===== src/hdl/flash_host_pkg.sv =====
// Package: timing, command codes, operations and carriers for the flash host controller
package flash_host_pkg;

   // Clock and pin widths
   localparam int CLK_NS = 40;
   localparam int ADDR_W = 20;
   localparam int DATA_W = 16;

   // Least time to whole clock cycles, never below one
   function automatic int cyc_up(input int ns);
      int c;
      c = (ns + CLK_NS - 1) / CLK_NS;
      return (c < 1) ? 1 : c;
   endfunction

   // Times in ns
   localparam int T_RESET_NS   = 100;   // Least reset pulse
   localparam int T_WAKE_NS    = 1000;  // Reset release to valid read data
   localparam int T_RECOVER_NS = 1000;  // Reset release to first command write
   localparam int T_WE_NS      = 100;   // Write strobe low time
   localparam int T_ACCESS_NS  = 120;   // Output enable to data valid

   // Cycle counts derived from the times
   localparam logic [7:0] RESET_CYC  = 8'(cyc_up(T_RESET_NS));
   localparam logic [7:0] WAKE_CYC   = 8'(cyc_up((T_WAKE_NS > T_RECOVER_NS) ?
                                                 T_WAKE_NS : T_RECOVER_NS));
   localparam logic [7:0] WE_CYC     = 8'(cyc_up(T_WE_NS));
   localparam logic [7:0] ACCESS_CYC = 8'(cyc_up(T_ACCESS_NS));
   localparam logic [7:0] WR_END     = WE_CYC + 8'h02;      // Setup, strobe, hold
   localparam logic [7:0] RD_END     = ACCESS_CYC + 8'h04;  // Includes pin sync delay

   // Status bit that reports the write machine ready
   localparam int MACHINE_READY_BIT = 7;

   // Command codes on the data pins
   localparam logic [DATA_W-1:0] CMD_READ_ARRAY   = 16'h00ff;
   localparam logic [DATA_W-1:0] CMD_READ_ID      = 16'h0090;
   localparam logic [DATA_W-1:0] CMD_READ_STATUS  = 16'h0070;
   localparam logic [DATA_W-1:0] CMD_CLEAR_STATUS = 16'h0050;
   localparam logic [DATA_W-1:0] CMD_BLOCK_ERASE  = 16'h0020;
   localparam logic [DATA_W-1:0] CMD_CHIP_ERASE   = 16'h0030;
   localparam logic [DATA_W-1:0] CMD_WORD_WRITE   = 16'h0040;
   localparam logic [DATA_W-1:0] CMD_SUSPEND      = 16'h00b0;
   localparam logic [DATA_W-1:0] CMD_CONFIRM      = 16'h00d0;
   localparam logic [DATA_W-1:0] CMD_LOCK_SETUP   = 16'h0060;
   localparam logic [DATA_W-1:0] CMD_SET_LOCK     = 16'h0001;
   localparam logic [DATA_W-1:0] CMD_PERM_LOCK    = 16'h00f1;

   // Operations a user may request
   typedef enum logic [3:0] {
      OP_READ_ARRAY   = 4'h0,
      OP_READ_ID      = 4'h1,
      OP_READ_STATUS  = 4'h2,
      OP_CLEAR_STATUS = 4'h3,
      OP_WORD_WRITE   = 4'h4,
      OP_BLOCK_ERASE  = 4'h5,
      OP_CHIP_ERASE   = 4'h6,
      OP_SUSPEND      = 4'h7,
      OP_RESUME       = 4'h8,
      OP_SET_LOCK     = 4'h9,
      OP_CLEAR_LOCKS  = 4'ha,
      OP_PERM_LOCK    = 4'hb
   } op_e;

   // User request and answer
   typedef struct packed {
      op_e               op;
      logic [ADDR_W-1:0] addr;
      logic [DATA_W-1:0] wdata;
   } req_s;

   typedef struct packed {
      logic              done;
      logic [DATA_W-1:0] rdata;
   } resp_s;

   // Flash pins driven by the host; dq_oe_n low while the host drives data
   typedef struct packed {
      logic              ce_n;
      logic              oe_n;
      logic              we_n;
      logic              reset_powerdown_n;
      logic              wp_n;
      logic [ADDR_W-1:0] addr;
      logic [DATA_W-1:0] dq_out;
      logic              dq_oe_n;
   } pins_s;

   // Bus cycle plan for one operation
   typedef struct packed {
      logic [DATA_W-1:0] cmd1;
      logic              two;
      logic              use_wdata;
      logic [DATA_W-1:0] cmd2;
      logic              poll;
      logic              read;
   } seq_s;

   // Translate an operation into its command cycles
   function automatic seq_s plan(input op_e op);
      seq_s s;
      s = '{cmd1: CMD_READ_ARRAY, two: 1'b0, use_wdata: 1'b0, cmd2: CMD_CONFIRM,
            poll: 1'b0, read: 1'b0};
      unique case (op)
         OP_READ_ARRAY:   s.read = 1'b1;
         OP_READ_ID:      begin s.cmd1 = CMD_READ_ID;     s.read = 1'b1; end
         OP_READ_STATUS:  begin s.cmd1 = CMD_READ_STATUS; s.read = 1'b1; end
         OP_CLEAR_STATUS: s.cmd1 = CMD_CLEAR_STATUS;
         OP_WORD_WRITE:   begin
            s.cmd1 = CMD_WORD_WRITE; s.two = 1'b1; s.use_wdata = 1'b1; s.poll = 1'b1;
         end
         OP_BLOCK_ERASE:  begin s.cmd1 = CMD_BLOCK_ERASE; s.two = 1'b1; s.poll = 1'b1; end
         OP_CHIP_ERASE:   begin s.cmd1 = CMD_CHIP_ERASE;  s.two = 1'b1; s.poll = 1'b1; end
         OP_SUSPEND:      begin s.cmd1 = CMD_SUSPEND;     s.poll = 1'b1; end
         OP_RESUME:       s.cmd1 = CMD_CONFIRM;
         OP_SET_LOCK:     begin
            s.cmd1 = CMD_LOCK_SETUP; s.two = 1'b1; s.cmd2 = CMD_SET_LOCK; s.poll = 1'b1;
         end
         OP_CLEAR_LOCKS:  begin s.cmd1 = CMD_LOCK_SETUP; s.two = 1'b1; s.poll = 1'b1; end
         OP_PERM_LOCK:    begin
            s.cmd1 = CMD_LOCK_SETUP; s.two = 1'b1; s.cmd2 = CMD_PERM_LOCK; s.poll = 1'b1;
         end
         default:         s.read = 1'b1;
      endcase
      return s;
   endfunction

endpackage


===== src/hdl/dq_sync.sv =====
// Two-stage synchroniser for the flash data pins
`timescale 1ns/1ps
module dq_sync (
   // Clock and reset
   input  wire logic                              mclk,
   input  wire logic                              rst_n,
   // Asynchronous data in, synchronised data out
   input  wire logic [flash_host_pkg::DATA_W-1:0] d,
   output logic      [flash_host_pkg::DATA_W-1:0] q
);

   logic [flash_host_pkg::DATA_W-1:0] meta_r;

   // First stage feeds only the second
   always_ff @(posedge mclk) begin
      if (!rst_n) begin
         meta_r <= '0;
         q      <= '0;
      end else begin
         meta_r <= d;
         q      <= meta_r;
      end
   end

endmodule


===== src/hdl/flash_host.sv =====
// Host controller that sequences commands on the flash memory pins
`timescale 1ns/1ps
module flash_host (
   // Clock and reset
   input  wire logic                              mclk,
   input  wire logic                              rst_n,
   // User request port
   input  wire logic                              req_valid,
   input  wire flash_host_pkg::req_s              req,
   output logic                                   req_ready,
   output flash_host_pkg::resp_s                  resp,
   // Boot block write permission, level
   input  wire logic                              boot_write_allow,
   // Flash pins
   output flash_host_pkg::pins_s                  pins,
   input  wire logic [flash_host_pkg::DATA_W-1:0] dq_in
);

   typedef enum logic [3:0] {
      ST_RESET   = 4'h0,
      ST_WAKE    = 4'h1,
      ST_IDLE    = 4'h3,
      ST_CMD1    = 4'h2,
      ST_CMD2    = 4'h6,
      ST_POLL    = 4'h7,
      ST_RESTORE = 4'h5,
      ST_DONE    = 4'h4,
      ST_READ    = 4'hc
   } state_e;

   state_e                            state_r;
   logic [7:0]                        cnt_r;
   flash_host_pkg::req_s              req_r;
   flash_host_pkg::seq_s              seq_r;
   logic [flash_host_pkg::DATA_W-1:0] dq_s;
   logic                              wr_last;
   logic                              rd_last;
   logic                              strobe_on;
   logic                              oe_on;

   // Data pins are asynchronous to mclk
   dq_sync u_dq_sync (
      .mclk  (mclk),
      .rst_n (rst_n),
      .d     (dq_in),
      .q     (dq_s)
   );

   // Position inside a bus cycle
   assign wr_last   = (cnt_r == flash_host_pkg::WR_END);
   assign rd_last   = (cnt_r == flash_host_pkg::RD_END);
   assign strobe_on = (cnt_r >= 8'h01) && (cnt_r <= flash_host_pkg::WE_CYC);
   assign oe_on     = (cnt_r >= 8'h01) && (cnt_r < flash_host_pkg::RD_END);

   // Sequencer state and cycle counter
   always_ff @(posedge mclk) begin
      if (!rst_n) begin
         state_r <= ST_RESET;
         cnt_r   <= 8'h00;
      end else begin
         cnt_r <= cnt_r + 8'h01;
         unique case (state_r)
            ST_RESET: if (cnt_r == flash_host_pkg::RESET_CYC - 8'h01) begin
               state_r <= ST_WAKE;
               cnt_r   <= 8'h00;
            end
            ST_WAKE: if (cnt_r == flash_host_pkg::WAKE_CYC - 8'h01) begin
               state_r <= ST_IDLE;
               cnt_r   <= 8'h00;
            end
            ST_IDLE: begin
               cnt_r <= 8'h00;
               if (req_valid && req_ready) begin
                  state_r <= ST_CMD1;
               end
            end
            ST_CMD1: if (wr_last) begin
               cnt_r <= 8'h00;
               if (seq_r.two) begin
                  state_r <= ST_CMD2;
               end else if (seq_r.poll) begin
                  state_r <= ST_POLL;
               end else if (seq_r.read) begin
                  state_r <= ST_READ;
               end else begin
                  state_r <= ST_DONE;
               end
            end
            ST_CMD2: if (wr_last) begin
               cnt_r   <= 8'h00;
               state_r <= seq_r.poll ? ST_POLL : ST_DONE;
            end
            ST_POLL: if (rd_last) begin
               cnt_r <= 8'h00;
               if (dq_s[flash_host_pkg::MACHINE_READY_BIT]) begin
                  state_r <= ST_RESTORE;
               end
            end
            ST_READ: if (rd_last) begin
               cnt_r   <= 8'h00;
               state_r <= ST_DONE;
            end
            ST_RESTORE: if (wr_last) begin
               cnt_r   <= 8'h00;
               state_r <= ST_DONE;
            end
            ST_DONE: begin
               cnt_r   <= 8'h00;
               state_r <= ST_IDLE;
            end
            default: begin
               state_r <= ST_RESET;
               cnt_r   <= 8'h00;
            end
         endcase
      end
   end

   // Request capture and command plan
   always_ff @(posedge mclk) begin
      if (!rst_n) begin
         req_r <= '0;
         seq_r <= '0;
      end else if (state_r == ST_IDLE && req_valid && req_ready) begin
         req_r <= req;
         seq_r <= flash_host_pkg::plan(req.op);
      end
   end

   // Ready to accept a request while idle
   always_ff @(posedge mclk) begin
      if (!rst_n) begin
         req_ready <= 1'b0;
      end else begin
         req_ready <= (state_r == ST_DONE)
                    || (state_r == ST_IDLE && !req_valid)
                    || (state_r == ST_WAKE && cnt_r == flash_host_pkg::WAKE_CYC - 8'h01);
      end
   end

   // Answer: status or read data, done pulse
   always_ff @(posedge mclk) begin
      if (!rst_n) begin
         resp <= '0;
      end else begin
         resp.done <= (state_r == ST_DONE);
         if ((state_r == ST_READ && rd_last)
             || (state_r == ST_POLL && rd_last && dq_s[flash_host_pkg::MACHINE_READY_BIT])) begin
            resp.rdata <= dq_s;
         end
      end
   end

   // Pin drive; registered so every pin leaves a flip-flop
   always_ff @(posedge mclk) begin
      if (!rst_n) begin
         pins <= '{ce_n: 1'b1, oe_n: 1'b1, we_n: 1'b1, reset_powerdown_n: 1'b0,
                   wp_n: 1'b0, addr: '0, dq_out: '0, dq_oe_n: 1'b1};
      end else begin
         pins.reset_powerdown_n <= (state_r != ST_RESET);
         // Boot blocks stay guarded unless the user allows them
         pins.wp_n <= boot_write_allow;
         pins.addr <= req_r.addr;
         unique case (state_r)
            ST_CMD1, ST_CMD2, ST_RESTORE: begin
               // Strobe rises one cycle before select and data release
               pins.ce_n    <= wr_last;
               pins.oe_n    <= 1'b1;
               pins.we_n    <= !strobe_on;
               pins.dq_oe_n <= wr_last;
               if (state_r == ST_CMD1) begin
                  pins.dq_out <= seq_r.cmd1;
               end else if (state_r == ST_CMD2) begin
                  pins.dq_out <= seq_r.use_wdata ? req_r.wdata : seq_r.cmd2;
               end else begin
                  pins.dq_out <= flash_host_pkg::CMD_READ_ARRAY;
               end
            end
            ST_POLL, ST_READ: begin
               pins.ce_n    <= rd_last;
               pins.oe_n    <= !oe_on;
               pins.we_n    <= 1'b1;
               pins.dq_oe_n <= 1'b1;
            end
            default: begin
               pins.ce_n    <= 1'b1;
               pins.oe_n    <= 1'b1;
               pins.we_n    <= 1'b1;
               pins.dq_oe_n <= 1'b1;
            end
         endcase
      end
   end

endmodule


===== config.mk =====
export PLATFORM = sky130hd
export DESIGN_NAME = flash_host
export DESIGN_NICKNAME = d
export VERILOG_FILES = /design/src/hdl/flash_host_pkg.sv /design/src/hdl/dq_sync.sv /design/src/hdl/flash_host.sv
export SDC_FILE = /design/constraint.sdc
export NUM_CORES = 1
export LEC_CHECK = 0
export BUFFER_PORTS_ARGS = -buffer_cell sky130_fd_sc_hd__buf_2
export CORE_MARGIN = 2
export CORE_UTILIZATION = 41
export CTS_BUF_LIST = sky130_fd_sc_hd__clkbuf_8 sky130_fd_sc_hd__clkbuf_16
export DETAILED_ROUTE_END_ITERATION = 6
export PLACE_DENSITY = 0.68
export SYNTH_ARGS = -nofsm -noshare
export SYNTH_HDL_FRONTEND = slang
export SYNTH_SLANG_ARGS = --single-unit

===== constraint.sdc =====
create_clock -name mclk -period 2 [get_ports mclk]
set_input_delay 0.1 -clock mclk [delete_from_list [all_inputs] [get_ports mclk]]
set_output_delay 0.1 -clock mclk [all_outputs]
set_load 0.03 [all_outputs]

==> metrics.yaml, run 1 <==
outcome: "finished, final reports clean"
finalSetupViolations: 0
crit_fanout: 6
drive_above_1_share: 0.242
p_leak_nw: 3.27
critPathSlowestCell: "a222oi_1"
crit_path_start_kind: "register"
nets: 841
syn_area_um2: 5540
cts_tree: "yes"
areaGrowthSynthToFinish_pct: 37.0
peakVddDrop_v: 0.000647
synth_edf_count: 0
ys_warn_count: 0
cp.arrival_ps: 2280
rsz0062_at_grt: "true"
die_h_um: 120
fin_ws_ps: 36.0
required_ps: 2310
ys_ff_latch: 152
cap_violations: 0
place_area_um2: 6370
fmax_ghz: 0.509
min_delay_path_depth: 4
grt_antenna_before_repair: 0
dp_cells: 874
power_density_nw_per_um2: 1060
critPathKind: "register to register"
fin_cells: 961
finalHoldViolCount: 0
fin_util: 0.573
die_w_um: 120
end_kind: "register"
track_usage: 0.183
hpwl_mm: 8.46
grt_pass1_wl_mm: 21.2
routedWlPerCell_um: 13.6
cts-buffers-inserted: 17
yosysTopAreaCell: "dfxtp_1"
synth.net_count: 668
drt-total-wl_mm: 13.1
insertion_delay_ps: 410
synth_flop_cell: "dfxtp_1"
drt_iter0_markers: 240
yosysTopAreaCellShare: 0.549
holdWs_ps: 43.7
synth_area_per_cell_um2: 9.25
diodes: 0
pre_cts_slack_ps: 13.8
finClkSkew_ps: 7.94
start_util: 0.418
grt_start_max_net_pins: 68
htree_levels: 4
core_area_um2: 13200
worstMarginPinSlew_ps: 721
hp-class: "input pin to register"
max_slew_margin: 0.519
vias_per_cell: 4.82
synth_seq_area_share: 0.549
ctsLongestPathBuffers: 2
async_flop_share: 0
grt_pass1_vias: 4597
synthTopCellsByArea: "dfxtp_1 (55%), nand2_1 (7.3%), and2_1 (6.1%)"
yosysMostFrequentCell: "dfxtp_1"
crit_path_max_incr_delay_ps: 480
rows: 42
ys_types: 50
first_pass_iters: 6
clkSinkCount: 152
power_mw: 8.07
drc: 0
yosys-top-cells-count: "dfxtp_1 (152), nand2_1 (108), a21oi_1 (54), and2_1 (54), nor2_1 (43)"
setup_tns_ps: 0
post-route-min-period_ps: 1960
netlist_instances: 599
drv_slew: 0
ff2ff_path_depth: 6
fin_area_um2: 7590
grt-ovfl-total: 0
portBuffers: 119
path_clk_slew_ps: 60
cts_root_buf: "clkbuf_16"
gp_congestion: 0.849
vias: 4631
fp.dieArea_um2: 14500
timing.final.crit_share: 0.982
io_pins: 120
postRouteAntennaNets: 0
crit_chain: "ha_2 -> nand4_1 -> a222oi_1 -> buf_4 -> a21oi_1 -> a311oi_2"
critical path: cells and delay by family (launching register included):
| kind | cells | cell delay [ps] |
|---|---|---|
| DFF | 1 | 400 |
| AOI/OAI and AO/OA | 3 | 830 |
| and+or+nand+nor | 1 | 180 |
| buffers and inverters | 1 | 190 |
| adders and majority gates | 1 | 270 |
where the power goes:
| group | internal, mW | total, mW | switching, mW |
|---|---|---|---|
| Combinational | 0.633 | 1.45 | 0.817 |
| Clock | 2.08 | 3.35 | 1.27 |
| Sequential | 3.17 | 3.27 | 0.0979 |
| Total | 5.89 | 8.07 | 2.18 |
flip-flops by register name, summed over array words and instances (netlist names):
name,cells
cnt_r,8
seq_r,12
req_r,36
u_dq_sync.meta_r,16
u_dq_sync.q,16
pins,42
resp,17
req_ready,1
state_r,4
routing by layer:
layer  wire length, µm  GRT usage  up-vias
li1                  -          -     2356
met1              5530      0.206     2140
met2              6590      0.318      110
met3               745     0.0618       25
met4               238     0.0756        0
met5                 0          0        -
placed cells by master (no fill, tap or decap), types with 12 or more instances in the layout:
cell type,synthesis,layout
buf_4,1,21
dfxtp_1,152,152
dlygate4sd3_1,0,54
nand3_1,12,12
a22o_1,13,13
a21oi_1,54,54
clkbuf_16,0,17
and2_1,54,54
nor2_1,43,41
buf_2,11,119
mux2i_1,25,25
nand2_1,108,108
layout make-up:
| cell class | count | area, µm² |
|---|---|---|
| fill | 1208 | 5660 |
| sequential | 152 | 3040 |
| multi-input combinational | 395 | 2320 |
| timing repair buffer | 196 | 1330 |
| clock buffer | 20 | 467 |
| tap | 176 | 220 |
| clock inverter | 12 | 165 |
| inverter | 10 | 37.5 |
repair_timing:
action | CTS | global route
endpoints found under the setup margin | 7 | 40
hold endpoints to repair | 55 | 0
resized for setup | 1 | 11
hold buffers | 54 | 0
setup buffers | 0 | 1
pin swaps | 0 | 2
path summary, 6_finish.rpt:
check / start / slack (ps) / endpoint
worst min-delay path: req_valid / 40 / req_ready
worst min register to register: u_dq_sync.meta_r[12] / 430 / u_dq_sync.q[12]
worst max-delay path: cnt_r[0] / 40 / state_r[2]
worst max register to register: cnt_r[0] / 40 / state_r[2]
cell families (layout without fill, tap and decap cells):
kind of cell | Yosys count | count (layout) | share of synthesized area
buffers and inverters | 52 | 238 | 0.0398
xor gates and xnor gates | 7 | 7 | 0.0111
and+or+nand+nor | 254 | 254 | 0.221
AOI/OAI and AO/OA | 99 | 99 | 0.111
DFF | 152 | 152 | 0.549
muxes | 26 | 26 | 0.0472
adders and majority gates | 9 | 9 | 0.0203
No activity file was read; power rests on OpenSTA's default activity.
==> inputs of run 2 (changes only) <==
Settings changed: PLACE_DENSITY 0.68 to default, PLACE_DENSITY_LB_ADDON from default to 0.08.
Clock period 2 ns to 2.5 ns, I/O delays scaled along.
==> metrics.yaml, run 2 (same netlist as run 1, synthesis figures left out) <==
timing.final.crit_share: 0.857  # -0.125
hpwl_mm: 7.91  # -6.6%
rsz0062_at_grt: "false"
mostFrequentLayoutCell: "dfxtp_1"
reg.largest.list: "pins: 42 flops, req_r: 36 flops, resp: 17 flops"
crit_path_start_kind: "register"
start_util: 0.418  # unchanged
finClkSkew_ps: 5.37  # -2.57 ps
critPathSlowestCell: "dfxtp_1"
crit_chain: "and3b_1 -> o21a_1 -> a222oi_1 -> or3_1 -> nor2_1"
fp.dieArea_um2: 14500  # unchanged
post-route-min-period_ps: 2140  # +179 ps
layout_common_cells: "dfxtp_1 (152), buf_2 (119), nand2_1 (108)"
fin_cells: 947  # -1.5%
areaGrowthSynthToFinish_pct: 34.8
rr_endpoint: "cnt_r[5]"
drv_slew: 0  # unchanged
peakVddDrop_v: 0.000446  # -31%
grt_start_max_net_pins: 65  # -4.4%
die_h_um: 120  # unchanged
clkSinkCount: 152  # unchanged
min_to: "pins[6]"
vias_per_cell: 4.80  # -0.49%
pre_cts_slack_ps: 389  # +375 ps
multi_input_area_um2: 2280  # -1.6%
core_area_um2: 13200  # unchanged
min_delay_path_depth: 3  # -1
top_register: "pins"
diodes: 0  # unchanged
track_usage: 0.182  # -0.00120
cts_root_buf: "clkbuf_16"
rows: 42  # unchanged
outcome: "finished, final reports clean"
cap_violations: 0  # unchanged
largest_register_ff_count: 42  # unchanged
drt-total-wl_mm: 12.5  # -4.7%
ctsLongestPathBuffers: 2  # unchanged
first_pass_iters: 4  # -2
finalSetupViolations: 0  # unchanged
cts-buffers-inserted: 17  # unchanged
setup_tns_ps: 0  # unchanged
post_cts_buffers: 0  # unchanged
grt_pass1_vias: 4379  # -4.7%
postRouteAntennaNets: 0  # unchanged
min_from: "rst_n"
worstMarginPinSlew_ps: 929  # +208 ps
portBuffers: 119  # unchanged
gp_congestion: 0.834  # -1.8%
timing.rr.start: "state_r[3]"
path_clk_slew_ps: 60  # about the same
required_ps: 2800  # +490 ps
finalHoldViolCount: 0  # unchanged
fillers: 1218  # +0.83%
fmax_ghz: 0.467  # -8.4%
crit_fanout: 15  # +9
ff2ff_path_depth: 5  # -1
grt_antenna_before_repair: 0  # unchanged
seqCellArea_um2: 3040  # unchanged
grt_pass1_wl_mm: 20.7  # -2.1%
hp-class: "input pin to register"
r2r_slack_ps: 360  # +320 ps
fin_ws_ps: 357  # +321 ps
routedWlPerCell_um: 13.2  # -3.3%
max_slew_margin: 0.378  # -0.141
htree_levels: 4  # unchanged
cts_tree: "yes"
critPathTopFamily: "compound AO/OA/AOI/OAI gates"
dp_cells: 862  # -1.4%
nets: 827  # -1.7%
p_leak_nw: 3.20  # -1.9%
drt_iter0_markers: 258  # +7.5%
cp_num_buf_inv: 0  # -1
crit_path_max_incr_delay_ps: 620  # +140 ps
end_kind: "register"
insertion_delay_ps: 420  # about the same
grt-ovfl-total: 0  # unchanged
power_density_nw_per_um2: 867  # -19%
drc: 0  # unchanged
critPathKind: "register to register"
die_w_um: 120  # unchanged
vias: 4541  # -1.9%
drive_above_1_share: 0.218  # -0.0241
io_pins: 120  # unchanged
cp.arrival_ps: 2440  # +160 ps
[run 2: cell count changes in the layout (fill, tap and decap cells not counted), sizes merged]
cell         delta
clkbuf          -1
bufinv          +2
dlygate4sd3     -1
buf            -13
clkinv          -1
[run 2: power breakdown]
| part | total [mW] | switching, mW | internal [mW] |
|---|---|---|---|
| Clock | 2.84 | 1.00 | 1.84 |
| Sequential | 2.60 | 0.0645 | 2.54 |
| Combinational | 1.03 | 0.606 | 0.420 |
| Total | 6.47 | 1.67 | 4.80 |
[run 2: timing repair]
item / CTS / global route
endpoints found under the hold margin: 53 / 0
resized for setup: 0 / 0
hold buffers: 53 / 0
[run 2: area by class of cell]
class,instances,share of cell area
Multi-Input combinational cell,395,0.306
Tap cell,176,0.0295
Timing Repair Buffer,182,0.163
Sequential cell,152,0.408
Inverter,10,0.00503
Clock buffer,19,0.0607
Clock inverter,13,0.0290
[run 2: metrics by stage]
stage / area (µm²) / hold WS [ps] / power (mW) / utilization
2_1_floorplan: 5540 / 252 / 3.36 / -
6_report: 7470 / 57.2 / 6.47 / 0.564
4_1_cts: 7470 / 38.5 / 6.55 / 0.564
3_3_place_gp: 6270 / 332 / 3.61 / 0.473
5_1_grt: 7470 / 70.0 / 6.78 / 0.564
3_5_place_dp: 6270 / 334 / 3.62 / 0.473
[run 2: worst reg2reg max path, cell delays in order, from the launching register on]
cell      delay [ps]
dfxtp_1          620
and3b_1          250
o21a_1           240
a222oi_1         500
or3_1            330
nor2_1            90
[run 2: worst max path at each step]
stage / startpoint / end / slack [ps] / cells past startpoint
after floorplan: cnt_r[0] / cnt_r[3] / 700 / 8
after global placement: state_r[3] / cnt_r[4] / 420 / 5
after detailed placement: state_r[3] / cnt_r[5] / 390 / 5
after CTS: state_r[3] / cnt_r[5] / 360 / 5
after global routing: cnt_r[0] / cnt_r[7] / 170 / 7
final: state_r[3] / cnt_r[5] / 360 / 5
[run 2: per-layer routing]
metal	wire length [µm]	GRT usage	vias to the layer above
met2	6180	0.305	98
met1	5540	0.217	2102
li1	-	-	2326
met5	0	0	-
met4	201	0.0792	0
met3	570	0.0528	15
==> inputs of run 3 (changes only) <==
Settings changed: CORE_UTILIZATION 41 to 45.
==> metrics.yaml, run 3 (same netlist as run 1, synthesis figures left out) <==
htree_levels: 4  # unchanged
io_pins: 120  # unchanged
fin_util: 0.613  # +0.0490
vias: 4522  # -0.42%
power_density_nw_per_um2: 832  # -4.0%
drt-total-wl_mm: 12.3  # -1.5%
nets: 828  # +0.12%
finalHoldViolCount: 0  # unchanged
cts_root_buf: "clkbuf_16"
min_delay_path_depth: 3  # unchanged
fp.dieArea_um2: 13200  # -8.6%
cp.arrival_ps: 2450  # about the same
vias_per_cell: 4.92  # +2.6%
reg.largest.list: "pins: 42 flops, req_r: 36 flops, resp: 17 flops"
fin_area_um2: 7360  # -1.4%
start_util: 0.461  # +0.0429
layout_common_cells: "dfxtp_1 (152), buf_2 (119), nand2_1 (108)"
min_to: "pins[8]"
fillers: 1036  # -15%
required_ps: 2800  # about the same
crit_path_start_kind: "register"
timing.rr.start: "state_r[3]"
ctsLongestPathBuffers: 2  # unchanged
drt_iter0_markers: 266  # +3.1%
grt_start_max_net_pins: 64  # -1.5%
areaGrowthSynthToFinish_pct: 32.9
portBuffers: 119  # unchanged
ff2ff_path_depth: 5  # unchanged
cts-buffers-inserted: 17  # unchanged
seqCellArea_um2: 3040  # unchanged
place_area_um2: 6250  # -0.28%
finClkSkew_ps: 7.76  # +2.39 ps
grt_pass1_vias: 4266  # -2.6%
rr_endpoint: "cnt_r[6]"
crit_fanout: 15  # unchanged
outcome: "finished, final reports clean"
top_register: "pins"
drc: 0  # unchanged
path_clk_slew_ps: 60  # about the same
rsz0062_at_grt: "false"
die_h_um: 115  # -4.4%
grt_antenna_before_repair: 0  # unchanged
cap_violations: 0  # unchanged
end_kind: "register"
clkSinkCount: 152  # unchanged
first_pass_iters: 4  # unchanged
diodes: 0  # unchanged
rows: 40  # -4.8%
largest_register_ff_count: 42  # unchanged
die_w_um: 115  # -4.4%
p_leak_nw: 3.18  # -0.78%
finalSetupViolations: 0  # unchanged
drv_slew: 0  # unchanged
r2r_slack_ps: 350  # about the same
timing.final.crit_share: 0.860  # +0.00270
mostFrequentLayoutCell: "dfxtp_1"
track_usage: 0.195  # +0.0134
cts_resized: 0  # unchanged
core_area_um2: 12000  # -9.3%
hpwl_mm: 7.76  # -1.8%
min_from: "rst_n"
grt-ovfl-total: 0  # unchanged
postRouteAntennaNets: 0  # unchanged
worstMarginPinSlew_ps: 947  # +17.5 ps
post-route-min-period_ps: 2150  # +6.74 ps
cts_tree: "yes"
critPathKind: "register to register"
grt_pass1_wl_mm: 20.0  # -3.6%
peakVddDrop_v: 0.000501  # +12%
fmax_ghz: 0.465  # -0.31%
multi_input_area_um2: 2280  # about the same
drive_above_1_share: 0.216  # -0.00158
gp_congestion: 0.811  # -2.8%
hp-class: "input pin to register"
routedWlPerCell_um: 13.4  # +1.5%
insertion_delay_ps: 420  # about the same
setup_tns_ps: 0  # unchanged
max_slew_margin: 0.367  # -0.0117
[run 3: metrics by stage]
step	power, mW	instances	hold WS, ps	setup WS (ps)
3_3_place_gp	3.59	834	332	510
3_5_place_dp	3.62	834	336	378
4_1_cts	6.18	919	29.7	367
2_1_floorplan	3.36	599	252	698
5_1_grt	6.40	919	52.5	211
6_report	6.12	919	57.4	350
[run 3: how the worst max path moves through the flow]
stage	from	endpoint	slack [ps]	cells after the start
floorplan	cnt_r[0]	cnt_r[3]	700	8
global placement	state_r[3]	cnt_r[6]	510	5
detailed placement	state_r[3]	cnt_r[6]	380	5
CTS	state_r[3]	cnt_r[6]	370	5
global route	state_r[3]	state_r[1]	210	5
finish	state_r[3]	cnt_r[6]	350	5
[run 3: per-layer routing]
| metal | GRT usage | part of all wire | up-vias |
|---|---|---|---|
| met1 | 0.232 | 0.45 | 2093 |
| met5 | 0 | 0 | - |
| met2 | 0.321 | 0.49 | 99 |
| met4 | 0.0699 | 0.0065 | 0 |
| met3 | 0.0785 | 0.055 | 6 |
| li1 | - | - | 2324 |
[run 3: cell type report]
cell class / instances / area share
timing repair buffer: 183 / 0.168
clock buffer: 19 / 0.0615
inverter: 10 / 0.00510
sequential: 152 / 0.413
tap: 147 / 0.0250
multi-input combinational: 395 / 0.310
clock inverter: 13 / 0.0175
[run 3: critical path: stages, from the launching register on]
cell and delay [ps]:
dfxtp_1 620, and3b_1 250, o21a_1 250, a222oi_1 500
or3_1 320, nor2_1 90
[run 3: timing repair]
| item | 4_1_cts | 5_1_grt |
|---|---|---|
| hold buffers | 53 | 0 |
| endpoints found under the hold margin | 53 | 0 |
| buffers inserted | 0 | 0 |
[run 3: where the power goes]
| group | switching [mW] | total (mW) | internal [mW] |
|---|---|---|---|
| combinational | 0.617 | 1.04 | 0.423 |
| clock | 0.967 | 2.48 | 1.51 |
| sequential | 0.0637 | 2.60 | 2.54 |
| total | 1.65 | 6.12 | 4.47 |
